==> src/logic/can_txbrc_pkg.sv <==
// shared constants, register map and types of the tx request control block
`default_nettype none
package can_txbrc_pkg;

	localparam int NUM_BUF = 32;
	localparam int IDX_W = 5;
	localparam int ID_W = 29;
	localparam int ADDR_W = 12;

	// register byte offsets
	localparam logic [ADDR_W-1:0] OFF_BUFFER_CONFIG = 12'h0c0;
	localparam logic [ADDR_W-1:0] OFF_FIFO_QUEUE_STATE = 12'h0c4;
	localparam logic [ADDR_W-1:0] OFF_ELEMENT_SIZE = 12'h0c8;
	localparam logic [ADDR_W-1:0] OFF_PENDING = 12'h0cc;
	localparam logic [ADDR_W-1:0] OFF_ADD = 12'h0d0;
	localparam logic [ADDR_W-1:0] OFF_CANCEL = 12'h0d4;
	localparam logic [ADDR_W-1:0] OFF_OCCURRED = 12'h0d8;
	localparam logic [ADDR_W-1:0] OFF_FINISHED = 12'h0dc;
	localparam logic [ADDR_W-1:0] OFF_CONTROL = 12'h0e8;

	// field positions
	localparam int QUEUE_MODE_BIT = 30;
	localparam int FIFO_SIZE_LSB = 24;
	localparam int DEDICATED_LSB = 16;
	localparam int PUT_INDEX_LSB = 16;
	localparam int GET_INDEX_LSB = 8;
	localparam int FREE_LEVEL_LSB = 0;
	localparam int DATA_SIZE_LSB = 0;
	localparam int NO_AUTO_RETX_BIT = 0;

	// values after reset
	localparam logic [31:0] BITS_RESET = 32'h0000_0000;
	localparam logic [2:0] DATA_SIZE_RESET = 3'h0;
	localparam logic [7:0] PAD_BYTE = 8'hcc;

	localparam logic [5:0] MAX_BUF = 6'h20;

	typedef struct packed {
		logic queue_mode_select;
		logic [5:0] fifo_size;
		logic [5:0] dedicated_count;
	} tx_buffer_config_t;

	localparam tx_buffer_config_t BUFFER_CONFIG_RESET = 13'h0000;

	// end of a transmission reported by the protocol engine
	typedef struct packed {
		logic done;
		logic success;
	} tx_result_t;

	typedef enum logic [1:0] {
		SCAN_IDLE = 2'b00,
		SCAN_RUN = 2'b01,
		SCAN_DONE = 2'b11
	} scan_state_t;

	function automatic logic [6:0] data_field_bytes(input logic [2:0] code);
		case (code)
			3'h0: return 7'h08;
			3'h1: return 7'h0c;
			3'h2: return 7'h10;
			3'h3: return 7'h14;
			3'h4: return 7'h18;
			3'h5: return 7'h20;
			3'h6: return 7'h30;
			default: return 7'h40;
		endcase
	endfunction

	function automatic logic [5:0] clamp_count(input logic [5:0] v);
		return (v > MAX_BUF) ? MAX_BUF : v;
	endfunction

endpackage
`default_nettype wire

==> src/logic/can_tx_scan.sv <==
// tx scan: walks a snapshot of eligible buffers, keeps the lowest identifier
`timescale 1ns/1ps
`default_nettype none
module can_tx_scan #(
	parameter int NUM_BUF = can_txbrc_pkg::NUM_BUF,
	parameter int IDX_W = can_txbrc_pkg::IDX_W,
	parameter int ID_W = can_txbrc_pkg::ID_W
) (
	// clock and reset
	input wire logic pclk,
	input wire logic presetn,
	// control
	input wire logic start,
	input wire logic [NUM_BUF-1:0] eligible,
	// identifier lookup
	output logic [IDX_W-1:0] id_addr,
	input wire logic [ID_W-1:0] id_value,
	// result
	output logic busy,
	output logic done,
	output logic found,
	output logic [IDX_W-1:0] best_index
);

	can_txbrc_pkg::scan_state_t state;
	logic [NUM_BUF-1:0] snap;
	logic [ID_W-1:0] best_id;

	assign busy = (state != can_txbrc_pkg::SCAN_IDLE);
	assign done = (state == can_txbrc_pkg::SCAN_DONE);

	always_ff @(posedge pclk or negedge presetn) begin
		if (!presetn) begin
			state <= can_txbrc_pkg::SCAN_IDLE;
		end else begin
			case (state)
				can_txbrc_pkg::SCAN_IDLE: begin
					if (start) begin
						state <= can_txbrc_pkg::SCAN_RUN;
					end
				end
				can_txbrc_pkg::SCAN_RUN: begin
					if (id_addr == IDX_W'(NUM_BUF - 1)) begin
						state <= can_txbrc_pkg::SCAN_DONE;
					end
				end
				default: state <= can_txbrc_pkg::SCAN_IDLE;
			endcase
		end
	end

	// late arrivals stay out of the snapshot until the next scan
	always_ff @(posedge pclk or negedge presetn) begin
		if (!presetn) begin
			snap <= '0;
			id_addr <= '0;
		end else if (state == can_txbrc_pkg::SCAN_IDLE && start) begin
			snap <= eligible;
			id_addr <= '0;
		end else if (state == can_txbrc_pkg::SCAN_RUN) begin
			id_addr <= id_addr + IDX_W'(1);
		end
	end

	// strict compare: on equal identifiers the lower buffer number wins
	always_ff @(posedge pclk or negedge presetn) begin
		if (!presetn) begin
			found <= 1'b0;
			best_index <= '0;
			best_id <= '0;
		end else if (state == can_txbrc_pkg::SCAN_IDLE && start) begin
			found <= 1'b0;
		end else if (state == can_txbrc_pkg::SCAN_RUN && snap[id_addr]) begin
			if (!found || id_value < best_id) begin
				found <= 1'b1;
				best_index <= id_addr;
				best_id <= id_value;
			end
		end
	end

endmodule
`default_nettype wire

==> src/logic/can_tx_buffer_request_control.sv <==
// tx buffer request control: apb registers, request bits, scan and padding
//
// Overview of operation
// - put index reported in bits 20 to 16
// - get index bits 12 to 8, zero in queue
// - free level bits 5 to 0, zero in queue
// - indices are absolute buffer numbers
// - three-bit code selects data field size
// - bytes beyond data field sent as 0xCC
// - pending bit per buffer, set by add
// - only configured buffers can be set
// - newly pending bit starts a tx scan
// - lowest identifier wins the scan
// - started transmission cancels at its end
// - cancel bit clears right after pending clears
// - cancel finished on all four outcomes, except a cancel written in the cycle a send succeeds
// - no auto retransmit cancels failed sends
// - scan ignores late bits, cancel clears them
// - add register is write one to set
// - add bits held only while scan runs
// - add on pending buffer is ignored
// - cancel register is write one to set
// - occurred set on success, cleared by add
// - finished set on cancel, cleared by add
//
// Decided for this implementation: the APB slave port.
`timescale 1ns/1ps
`default_nettype none
module can_tx_buffer_request_control #(
	parameter int ID_W = can_txbrc_pkg::ID_W
) (
	// clock and reset
	input wire logic pclk,
	input wire logic presetn,
	// apb slave
	input wire logic [can_txbrc_pkg::ADDR_W-1:0] paddr,
	input wire logic psel,
	input wire logic penable,
	input wire logic pwrite,
	input wire logic [31:0] pwdata,
	input wire logic [3:0] pstrb,
	output logic [31:0] prdata,
	output logic pready,
	output logic pslverr,
	// identifier lookup for the scan
	output logic [can_txbrc_pkg::IDX_W-1:0] id_addr,
	input wire logic [ID_W-1:0] id_value,
	// protocol engine request and result
	output logic tx_req,
	output logic [can_txbrc_pkg::IDX_W-1:0] tx_index,
	output logic [6:0] tx_field_bytes,
	input wire logic tx_started,
	input wire can_txbrc_pkg::tx_result_t tx_result,
	// data byte path with padding
	input wire logic [5:0] byte_index,
	input wire logic [7:0] ram_byte,
	output logic [7:0] tx_byte
);

	localparam int NB = can_txbrc_pkg::NUM_BUF;
	localparam int IW = can_txbrc_pkg::IDX_W;

	can_txbrc_pkg::tx_buffer_config_t buf_cfg;
	logic [2:0] tx_data_field_size;
	logic no_auto_retransmit_mode;
	logic [NB-1:0] pending_bits, add_bits, cancel_bits;
	logic [NB-1:0] occurred_bits, finished_bits;
	logic [NB-1:0] next_pending, next_add, next_cancel;
	logic [NB-1:0] next_occurred, next_finished;
	logic [NB-1:0] configured, in_fifo, eligible;
	logic [NB-1:0] add_write, cancel_write, started_mask, done_mask;
	logic [IW-1:0] get_index, scan_best;
	logic active, scan_needed, scan_start, scan_busy, scan_done, scan_found;
	logic [5:0] first_fifo, free_level;
	logic [6:0] total_bufs, fifo_size_eff, fifo_count;
	logic [4:0] put_index;
	logic [31:0] wmask, wbits, rdata;
	logic mapped, apb_access, write_fire;
	////////////////////////////////////////////////////////////////////////
	// configuration decode
	assign first_fifo = can_txbrc_pkg::clamp_count(buf_cfg.dedicated_count);
	always_comb begin
		total_bufs = 7'(first_fifo) +
			7'(can_txbrc_pkg::clamp_count(buf_cfg.fifo_size));
		if (total_bufs > 7'(can_txbrc_pkg::MAX_BUF)) begin
			total_bufs = 7'(can_txbrc_pkg::MAX_BUF);
		end
		fifo_size_eff = total_bufs - 7'(first_fifo);
	end

	// in fifo mode only dedicated buffers and the fifo element at the get index may compete
	genvar gi;
	generate
		for (gi = 0; gi < NB; gi++) begin : g_mask
			assign configured[gi] = 7'(gi) < total_bufs;
			assign in_fifo[gi] = (6'(gi) >= first_fifo) && configured[gi];
			assign eligible[gi] = pending_bits[gi] &
				(~in_fifo[gi] | buf_cfg.queue_mode_select |
				(IW'(gi) == get_index));
		end
	endgenerate

	////////////////////////////////////////////////////////////////////////
	// fifo / queue status
	always_comb begin
		logic [6:0] offs;
		offs = '0;
		fifo_count = '0;
		put_index = '0;
		free_level = '0;
		for (int i = 0; i < NB; i++) begin
			if (pending_bits[i] && in_fifo[i]) begin
				fifo_count = fifo_count + 7'(1);
			end
		end
		if (buf_cfg.queue_mode_select) begin
			// lowest free queue slot, absolute number
			for (int i = NB - 1; i >= 0; i--) begin
				if (in_fifo[i] && !pending_bits[i] && !add_bits[i]) begin
					put_index = 5'(i);
				end
			end
		end else if (fifo_size_eff != 7'(0)) begin
			offs = 7'(get_index) - 7'(first_fifo) + fifo_count;
			if (offs >= fifo_size_eff) begin
				offs = offs - fifo_size_eff;
			end
			put_index = 5'(7'(first_fifo) + offs);
			free_level = 6'(fifo_size_eff - fifo_count);
		end
	end

	////////////////////////////////////////////////////////////////////////
	// apb slave: one wait state so read data comes from a flop
	assign apb_access = psel & penable;
	assign write_fire = apb_access & pready & pwrite & mapped;
	assign wmask = {{8{pstrb[3]}}, {8{pstrb[2]}}, {8{pstrb[1]}},
		{8{pstrb[0]}}};
	assign wbits = pwdata & wmask;

	always_comb begin
		mapped = 1'b1;
		rdata = 32'h0000_0000;
		case (paddr)
			can_txbrc_pkg::OFF_BUFFER_CONFIG: begin
				rdata[can_txbrc_pkg::QUEUE_MODE_BIT] =
					buf_cfg.queue_mode_select;
				rdata[can_txbrc_pkg::FIFO_SIZE_LSB +: 6] = buf_cfg.fifo_size;
				rdata[can_txbrc_pkg::DEDICATED_LSB +: 6] =
					buf_cfg.dedicated_count;
			end
			can_txbrc_pkg::OFF_FIFO_QUEUE_STATE: begin
				rdata[can_txbrc_pkg::PUT_INDEX_LSB +: 5] = put_index;
				if (!buf_cfg.queue_mode_select) begin
					rdata[can_txbrc_pkg::GET_INDEX_LSB +: 5] = get_index;
					rdata[can_txbrc_pkg::FREE_LEVEL_LSB +: 6] = free_level;
				end
			end
			can_txbrc_pkg::OFF_ELEMENT_SIZE:
				rdata[can_txbrc_pkg::DATA_SIZE_LSB +: 3] = tx_data_field_size;
			can_txbrc_pkg::OFF_PENDING: rdata = pending_bits;
			can_txbrc_pkg::OFF_ADD: rdata = add_bits;
			can_txbrc_pkg::OFF_CANCEL: rdata = cancel_bits;
			can_txbrc_pkg::OFF_OCCURRED: rdata = occurred_bits;
			can_txbrc_pkg::OFF_FINISHED: rdata = finished_bits;
			can_txbrc_pkg::OFF_CONTROL:
				rdata[can_txbrc_pkg::NO_AUTO_RETX_BIT] = no_auto_retransmit_mode;
			default: mapped = 1'b0;
		endcase
	end

	always_ff @(posedge pclk or negedge presetn) begin
		if (!presetn) begin
			pready <= 1'b0;
			pslverr <= 1'b0;
			prdata <= 32'h0000_0000;
		end else if (apb_access && !pready) begin
			pready <= 1'b1;
			pslverr <= ~mapped;
			prdata <= pwrite ? 32'h0000_0000 : rdata;
		end else begin
			pready <= 1'b0;
			pslverr <= 1'b0;
			prdata <= 32'h0000_0000;
		end
	end

	// configuration writes honour byte lanes
	always_ff @(posedge pclk or negedge presetn) begin
		if (!presetn) begin
			buf_cfg <= can_txbrc_pkg::BUFFER_CONFIG_RESET;
			tx_data_field_size <= can_txbrc_pkg::DATA_SIZE_RESET;
			no_auto_retransmit_mode <= 1'b0;
		end else if (write_fire) begin
			if (paddr == can_txbrc_pkg::OFF_BUFFER_CONFIG) begin
				if (pstrb[3]) begin
					buf_cfg.queue_mode_select <=
						pwdata[can_txbrc_pkg::QUEUE_MODE_BIT];
					buf_cfg.fifo_size <= pwdata[can_txbrc_pkg::FIFO_SIZE_LSB +: 6];
				end
				if (pstrb[2]) begin
					buf_cfg.dedicated_count <=
						pwdata[can_txbrc_pkg::DEDICATED_LSB +: 6];
				end
			end
			if (paddr == can_txbrc_pkg::OFF_ELEMENT_SIZE && pstrb[0]) begin
				tx_data_field_size <= pwdata[can_txbrc_pkg::DATA_SIZE_LSB +: 3];
			end
			if (paddr == can_txbrc_pkg::OFF_CONTROL && pstrb[0]) begin
				no_auto_retransmit_mode <=
					pwdata[can_txbrc_pkg::NO_AUTO_RETX_BIT];
			end
		end
	end

	////////////////////////////////////////////////////////////////////////
	// request bit vectors
	always_comb begin
		add_write = '0;
		cancel_write = '0;
		if (write_fire && paddr == can_txbrc_pkg::OFF_ADD) begin
			add_write = wbits & configured & ~pending_bits;
		end
		if (write_fire && paddr == can_txbrc_pkg::OFF_CANCEL) begin
			cancel_write = wbits & configured;
		end
		started_mask = '0;
		if (active || (tx_req && tx_started)) begin
			started_mask = NB'(1) << tx_index;
		end
		done_mask = '0;
		if (active && tx_result.done) begin
			done_mask = NB'(1) << tx_index;
		end
	end

	always_comb begin
		next_pending = pending_bits;
		next_occurred = occurred_bits & ~add_write;
		next_finished = finished_bits & ~add_write;
		// a not yet started buffer, late arrivals included, leaves at once
		next_pending = next_pending & ~(cancel_bits & ~started_mask);
		next_finished = next_finished |
			(cancel_bits & pending_bits & ~started_mask);
		if (tx_result.success) begin
			next_pending = next_pending & ~done_mask;
			next_occurred = next_occurred | done_mask;
			next_finished = next_finished | (done_mask & cancel_bits);
		end else if (no_auto_retransmit_mode ||
			|(done_mask & cancel_bits)) begin
			next_pending = next_pending & ~done_mask;
			next_finished = next_finished | done_mask;
		end
		// cancel of a buffer not pending finishes immediately
		next_finished = next_finished | (cancel_write & ~pending_bits);
		if (!scan_busy) begin
			next_pending = next_pending | add_bits;
		end
		next_add = ((scan_busy ? add_bits : '0) | add_write) &
			~cancel_write;
		// cancel bit drops one cycle after its pending bit is gone
		next_cancel = (cancel_bits & pending_bits) |
			(cancel_write & pending_bits);
	end

	always_ff @(posedge pclk or negedge presetn) begin
		if (!presetn) begin
			pending_bits <= can_txbrc_pkg::BITS_RESET;
			add_bits <= can_txbrc_pkg::BITS_RESET;
			cancel_bits <= can_txbrc_pkg::BITS_RESET;
			occurred_bits <= can_txbrc_pkg::BITS_RESET;
			finished_bits <= can_txbrc_pkg::BITS_RESET;
		end else begin
			pending_bits <= next_pending;
			add_bits <= next_add;
			cancel_bits <= next_cancel;
			occurred_bits <= next_occurred;
			finished_bits <= next_finished;
		end
	end

	// get index follows the fifo element that leaves the pending set
	always_ff @(posedge pclk or negedge presetn) begin
		if (!presetn) begin
			get_index <= '0;
		end else if (write_fire && paddr == can_txbrc_pkg::OFF_BUFFER_CONFIG) begin
			get_index <= IW'(can_txbrc_pkg::clamp_count(
				pwdata[can_txbrc_pkg::DEDICATED_LSB +: 6]));
		end else if (in_fifo[get_index] && pending_bits[get_index] &&
			!next_pending[get_index]) begin
			if (7'(get_index) + 7'(1) >= total_bufs) begin
				get_index <= IW'(first_fifo);
			end else begin
				get_index <= get_index + IW'(1);
			end
		end
	end

	////////////////////////////////////////////////////////////////////////
	// scan scheduling and engine request
	// one scan at a time, and none while a frame is on its way out
	assign scan_start = scan_needed && !scan_busy && !tx_req && !active;

	always_ff @(posedge pclk or negedge presetn) begin
		if (!presetn) begin
			scan_needed <= 1'b0;
		end else if ((!scan_busy && |add_bits) || tx_result.done ||
			(tx_req && !pending_bits[tx_index])) begin
			scan_needed <= 1'b1;
		end else if (scan_start) begin
			scan_needed <= 1'b0;
		end
	end

	always_ff @(posedge pclk or negedge presetn) begin
		if (!presetn) begin
			tx_req <= 1'b0;
			tx_index <= '0;
			active <= 1'b0;
		end else if (active) begin
			if (tx_result.done) begin
				active <= 1'b0;
			end
		end else if (tx_req) begin
			if (tx_started) begin
				tx_req <= 1'b0;
				active <= 1'b1;
			end else if (!pending_bits[tx_index]) begin
				tx_req <= 1'b0;
			end
		end else if (scan_done && scan_found && pending_bits[scan_best]) begin
			tx_req <= 1'b1;
			tx_index <= scan_best;
		end
	end

	can_tx_scan #(
		.NUM_BUF(NB),
		.IDX_W(IW),
		.ID_W(ID_W)
	) u_scan (
		.pclk(pclk),
		.presetn(presetn),
		.start(scan_start),
		.eligible(eligible),
		.id_addr(id_addr),
		.id_value(id_value),
		.busy(scan_busy),
		.done(scan_done),
		.found(scan_found),
		.best_index(scan_best)
	);

	////////////////////////////////////////////////////////////////////////
	// data field size and padding
	always_ff @(posedge pclk or negedge presetn) begin
		if (!presetn) begin
			tx_field_bytes <= 7'h08;
			tx_byte <= can_txbrc_pkg::PAD_BYTE;
		end else begin
			tx_field_bytes <= can_txbrc_pkg::data_field_bytes(
				tx_data_field_size);
			tx_byte <= (7'(byte_index) < tx_field_bytes) ? ram_byte :
				can_txbrc_pkg::PAD_BYTE;
		end
	end

endmodule
`default_nettype wire

==> config.mk <==
export PLATFORM = sky130hd
export DESIGN_NAME = can_tx_buffer_request_control
export DESIGN_NICKNAME = d
export VERILOG_FILES = /design/src/logic/can_txbrc_pkg.sv /design/src/logic/can_tx_scan.sv /design/src/logic/can_tx_buffer_request_control.sv
export SDC_FILE = /design/constraint.sdc
export NUM_CORES = 1
export LEC_CHECK = 0
export ABC_CLOCK_PERIOD_IN_PS = 43800
export BUFFER_PORTS_ARGS = -buffer_cell sky130_fd_sc_hd__buf_2
export CAP_MARGIN = 15
export CELL_PAD_IN_SITES_DETAIL_PLACEMENT = 0
export CELL_PAD_IN_SITES_GLOBAL_PLACEMENT = 2
export CORE_UTILIZATION = 41
export DETAILED_ROUTE_END_ITERATION = 12
export GPL_ROUTABILITY_DRIVEN = 0
export PLACE_DENSITY = 0.95
export SETUP_SLACK_MARGIN = 0.4
export SYNTH_ARGS = -nofsm -noshare
export SYNTH_HDL_FRONTEND = slang
export SYNTH_HIERARCHICAL = 1
export SYNTH_SLANG_ARGS = --single-unit
==> constraint.sdc <==
create_clock -name pclk -period 43.8 [get_ports pclk]
set_input_delay 8.76 -clock pclk [delete_from_list [all_inputs] [get_ports pclk]]
set_output_delay 8.76 -clock pclk [all_outputs]
set_load 0.03 [all_outputs]
Word-level counts from Yosys, hierarchy flattened
Cells that the tools add are included.
Word-level totals
  bits in latches: 0
  logic and storage cells: 741
  bits in registers: 313
  memories: 0
  bits of input ports: 99
  memory bits (read-only): 0
  RAM bits: 0
Operators by class
  div/mod/pow operators: 0
  $add $sub $neg: 41
  eq/ne operators: 51
  bitwise gates (word level): 164
  shift-type cells: 1
  reductions and logical operators: 244
  multiply operators: 0
  order comparisons: 76
  multiplexer cells: 138
Operators by type and width (count)
  $and A32 B32 Y32: 14
  $mux W32: 13
  $or A32 B32 Y32: 8
  $mux W7: 32
  $mux W5: 44
  $add A7 B1 Y7 const B: 31
  $not A32 Y32: 6
  $logic_and A1 B1 Y1: 147
  $lt A5 B7 Y1 const A: 16
  $eq A12 B8 Y1 const B: 9
  $ge A5 B6 Y1 const A: 16
  $eq A5 B5 Y1 const A: 16
  $logic_not A1 Y1: 71
  $or A1 B1 Y1: 64
  $reduce_or A32 Y1: 2
  $lt A4 B7 Y1 const A: 8
  $pmux W7 S7: 1
  $ge A4 B6 Y1 const A: 8
  $pmux W7 S6: 1
  $eq A4 B5 Y1 const A: 8
  $and A1 B1 Y1: 36
  $not A1 Y1: 36
  $pmux W5 S7: 1
  $shl A1 B5 Y32 const A: 1
  other kinds (55): 126

Logic depth before layout (Yosys ltp)
  depth in word-level cells: 82
  depth in mapped cells: 133
  depth with buffers taken out: 130

Modules after synthesis
Netlist, hierarchy kept.
By module, submodules not included
  can_tx_buffer_request_control: cells each 2830, area an instance 22500.3 sq um, times used 1, seq. area each 5936.9 sq um
  can_tx_scan: cells each 364, area an instance 3952.5 sq um, times used 1, seq. area each 1851.8 sq um

Least setup slack after synthesis
Ideal clock, no wire load.
  kind: reg2reg
  from: register buf_cfg[5] (netlist name)
  to: register prdata[20]
  setup slack: 20.938 ns
  period minus slack after synthesis: 22.862 ns
  data required time: 43.657 ns
  stages on the path, launching flop included: 128
  arrival: 22.719 ns
  buffers on the path: 6
  library setup time: 0.143 ns
  cell sequence: dfrtp_1 > buf_2 > clkbuf_1 > clkbuf_1 > nor2b_1 > inv_1 > fa_1 > nand2b_1 > a21oi_2 > xnor2_1 > clkbuf_1 > nand4_1 > nand2_1 > inv_1 > ha_1 > clkbuf_1 > xnor2_1 > inv_1 > [92 not listed] > xnor2_1 > xnor2_1 > xnor2_1 > xnor2_1 > xnor2_1 > xnor2_1 > ha_1 > o21ai_0 > nand2b_1 > clkbuf_1 > mux2_2 > fa_1 > a21o_1 > a21oi_1 > xor2_1 > xnor2_1 > a21oi_1 > a21oi_1
Between the ends
  longest elaborated chain between the ends: 82
  elaborated cells on any way between the ends: 307
  those cells by class: add/sub: 37; order compare: 67; mux: 74; reduce/logical: 129
Ends and longest elaborated chain
  start, declared: line can_tx_buffer_request_control.sv:63  | can_txbrc_pkg::tx_buffer_config_t buf_cfg;
  start signal, assigned: line can_tx_buffer_request_control.sv:191  | buf_cfg <= can_txbrc_pkg::BUFFER_CONFIG_RESET;
  $gt A6 B6 Y1: line can_txbrc_pkg.sv:72  | return (v > MAX_BUF) ? MAX_BUF : v;
  $mux W6 (*): line can_txbrc_pkg.sv:72
  $add A6 B6 Y7: line can_tx_buffer_request_control.sv:83  | total_bufs = 7'(first_fifo) +
  $gt A7 B6 Y1: line can_tx_buffer_request_control.sv:85  | if (total_bufs > 7'(can_txbrc_pkg::MAX_BUF)) begin
  $mux W7: line can_tx_buffer_request_control.sv:85
  $lt A1 B7 Y1: line can_tx_buffer_request_control.sv:95  | assign configured[gi] = 7'(gi) < total_bufs;
  $logic_and A1 B1 Y1: line can_tx_buffer_request_control.sv:96  | assign in_fifo[gi] = (6'(gi) >= first_fifo) && configured[gi];
  $logic_and A1 B1 Y1: line can_tx_buffer_request_control.sv:112  | if (pending_bits[i] && in_fifo[i]) begin
  [66 not listed]
  $mux W5: line can_tx_buffer_request_control.sv:123  | end else if (fifo_size_eff != 7'(0)) begin
  $mux W5: line can_tx_buffer_request_control.sv:116  | if (buf_cfg.queue_mode_select) begin
  $add A5 B5 Y5: line can_tx_buffer_request_control.sv:128  | put_index = 5'(7'(first_fifo) + offs);
  $mux W5: line can_tx_buffer_request_control.sv:123
  $mux W5 (*): line can_tx_buffer_request_control.sv:116
  $pmux W5 S7 (*): line can_tx_buffer_request_control.sv:144  | case (paddr)
  $mux W32 (*): line can_tx_buffer_request_control.sv:180  | prdata <= pwrite ? 32'h0000_0000 : rdata;
  $mux W32 (*): line can_tx_buffer_request_control.sv:177  | end else if (apb_access && !pready) begin
  end signal, assigned: line can_tx_buffer_request_control.sv:180
  end, declared: line can_tx_buffer_request_control.sv:42  | output logic [31:0] prdata,
Mark *: on every way between the ends. The rest lies on a longest branch, timed or not. The select of a mux whose other input is x is not followed.
A chain may end at the register's enable or synchronous reset.

Final worst setup path
Same ends and word-level chain as after synthesis.

==> impl_results.md <==
* Synth Area in Compound Gates at 0.219
* DRT iter0 DRCs at 3839
* Async SR Flop Fraction at 1.00
* Post-CTS Setup Bufs at 0
* Drt via density at 6.45
* Final hold slack at 0.473 ns
* Slew headroom at 0.193
* Half-perimeter wire length after placement at 82.0 mm
* Final setup TNS at 0 ns
* Crit. End Element: register
* TritonRoute pass-1 iters at 7
* Power, Total at 1.05 mW
* Final setup violation count at 0
* DR DRC count at 0
* Ys Warns at 6
* Initial Util at 0.417
* Netlist Area Pre-Place at 26500 um^2
* Tmin final at 27.58 ns
* Critical Path Most Common Cell: ha_1
* Reported leakage power at 12.6 nW
* Layout Skew at 0.0236 ns
* WL met1 at 41.9 mm
* Resized cells post-CTS at 0
* Post-CTS Hold Buffers at 0
* Clock transition at path regs at 0.06 ns
* Most common cell after layout, fill and taps aside: nand2_1
* #FFs+latches synth at 311
* Worst reg2reg path depth at 126
* ANT nets after route at 0
* Cell Pwr Density at 36.3 nW/um^2
* Crit path launch type: register
* Ys flop type: dfrtp_1
* Met3 WL at 13.2 mm
* Largest incremental delay on the critical path at 0.57 ns
* Critical Path AT at 28.04 ns
* Critical path type: register to register
* CP Data Required Time at 44.26 ns
* Synth Area in XOR/XNOR at 0.0802
* Port bufs at 154
* Crit-path max FO at 29
* Total number of vias at 26.6k
* Status: finished clean
* Syn avg cell area at 8.28 um^2
* Total CTS buffers at 31
* Total gr overflow at 0
* Die height at 256 um
* Fin crit share at 0.630
* Simple-gate share of the synthesized area at 0.225
* Synth-to-Final Area Change at 9.99%
* Fin area at 29100 um^2
* RSZ-0062 raised after global routing: no
* Yosys cell types at 119
* Most frequent cells in the layout: nand2_1 (439), nor2_1 (311), dfrtp_1 (306)
* DIE AREA at 65500 um^2
* Core Rows at 92
* Die Wd at 256 um
* # IOs at 159
* WL met2 at 45.7 mm
* Max-cap violations at 0
* Total clock sinks at 311
* Core area at 63400 um^2
* Post-Synth Adder-Cell Area at 0.0605
* Fin. max-slew vios at 0
* Hold Path Class: register to register
* Initial antenna violation count at 5
* Hold Path Cell Cnt at 2
* Fmax at 36.3 MHz
* Hold Vio Cnt, Final at 0
* Crit-path slowest cell: nand4_1
* Routed WL at 108 mm
* Fraction of layout cells with a size suffix above 1 at 0.131
* Largest net degree at the start of global routing at 97
* Vias in the first global route at 25.4k
* Post-Synthesis Cells at 3194
* Final nets at 3479
* Uppermost layer routed: met5
* Largest family of logic cells by synthesized area: simple AND/OR/NAND/NOR gates
* CTS tree: yes
* Mux share of post-synthesis cell area at 0.0727
* Worst-skew pair later-pin latency at 0.61 ns
* Placed Area at 27900 um^2
* First-pass GRT wire length at 160 mm
* Number of flops mapped to enable cells by yosys at 0
* Sequential share of the synthesized area at 0.294
* Slew @ Worst Pin at 1.20 ns
* Maximum vdd drop at 0.0324 mV
* GRT Resource Usage Total at 0.322
* H-tree Lvls at 1
* Root Buffer: clkbuf_16
* Clock buffer depth at 3
* Average wire per cell in the routed design at 26.2 um
-- report_power, final --
group | total [mW] | switching (mW) | internal, mW
clock | 0.301 | 0.127 | 0.174
sequential | 0.356 | 0.0367 | 0.319
combinational | 0.398 | 0.223 | 0.175
-- worst paths after layout --
kind,endpoint,from,slack [ns]
max,prdata[20],buf_cfg[5],16.22
min,u_scan/snap[2],u_scan/snap[2],0.47
max reg2reg,prdata[20],buf_cfg[5],16.22
min reg2reg,u_scan/snap[2],u_scan/snap[2],0.47
max in group asynchronous,u_scan/best_id[21],presetn,33.30
min in group asynchronous,pending_bits[2],presetn,8.18
-- flip-flops by register name, indices dropped and copies added (netlist names), 2 cells and up --
signal / flops
occurred_bits: 32
prdata: 32
get_index: 5
u_scan/snap: 32
cancel_bits: 32
u_scan/best_index: 5
tx_index: 5
tx_byte: 8
tx_field_bytes: 5
u_scan/id_addr: 5
buf_cfg: 13
finished_bits: 32
tx_data_field_size: 3
pending_bits: 32
add_bits: 32
u_scan/state: 2
u_scan/best_id: 29
-- cells by family after synthesis --
family / after synthesis
compound gates: 858
flops: 311
mux: 124
xor+xnor: 193
other cells: 1
buf+inv: 315
fa+ha+maj: 122
simple gates: 1270
-- critical path, delay by kind of cell, from the launching register on --
kind                       cells  cell delay (ns)
muxes                          4             0.86
buffers and inverters         10             1.84
xor gates and xnor gates      19             4.16
and+or+nand+nor               26             4.03
adders and majority gates     25             8.20
AOI/OAI and AO/OA             42             7.89
DFF                            1             0.36
-- final cells by class --
cell class                      instances  area [um^2]
Tap cell                              846         1060
Antenna cell                            3         7.51
Sequential cell                       311         7790
Timing Repair Buffer                  198         1130
Multi-Input combinational cell       2569        17400
Fill cell                            6265        34300
Clock inverter                         23          322
Inverter                              147          552
Clock buffer                           35          801
-- per-layer routing --
layer	vias to the layer above	GRT usage
met2	1742	0.476
met1	12800	0.419
met3	384	0.0856
li1	11700	-
met5	-	0
met4	2	0.194
-- stage by stage --
step	worst slack [ns]	utilization	cells
CTS	16.67	0.458	4127
detailed placement	16.81	0.440	4069
finish	16.22	0.459	4132
global placement	17.08	0.440	4068
floorplan	20.94	-	3195
global route	14.34	0.459	4130
-- synthesized netlist by cell type (24+ instances only) --
library cell,count,area share
nor2_1,311,0.044
nand3_1,98,0.019
clkbuf_1,134,0.019
inv_1,142,0.020
o22ai_1,28,0.0066
nand2b_1,43,0.010
mux2i_1,26,0.0098
xor2_1,48,0.016
a22oi_1,59,0.017
and2_1,35,0.0083
a21o_1,29,0.0082
xnor2_1,112,0.037
mux2_4,30,0.017
or3_1,45,0.011
o21a_1,37,0.011
nand2_1,440,0.062
nor3_1,101,0.019
o21ai_0,204,0.039
and3_1,26,0.0061
a21oi_1,184,0.035
ha_1,112,0.053
a31oi_1,49,0.012
mux4_2,30,0.026
mux2_2,29,0.012
nand4_1,30,0.0071
nor4_1,24,0.0057
nor2b_1,31,0.0073
dfrtp_1,306,0.29
Note: power is estimated with default switching activity, not from simulation.
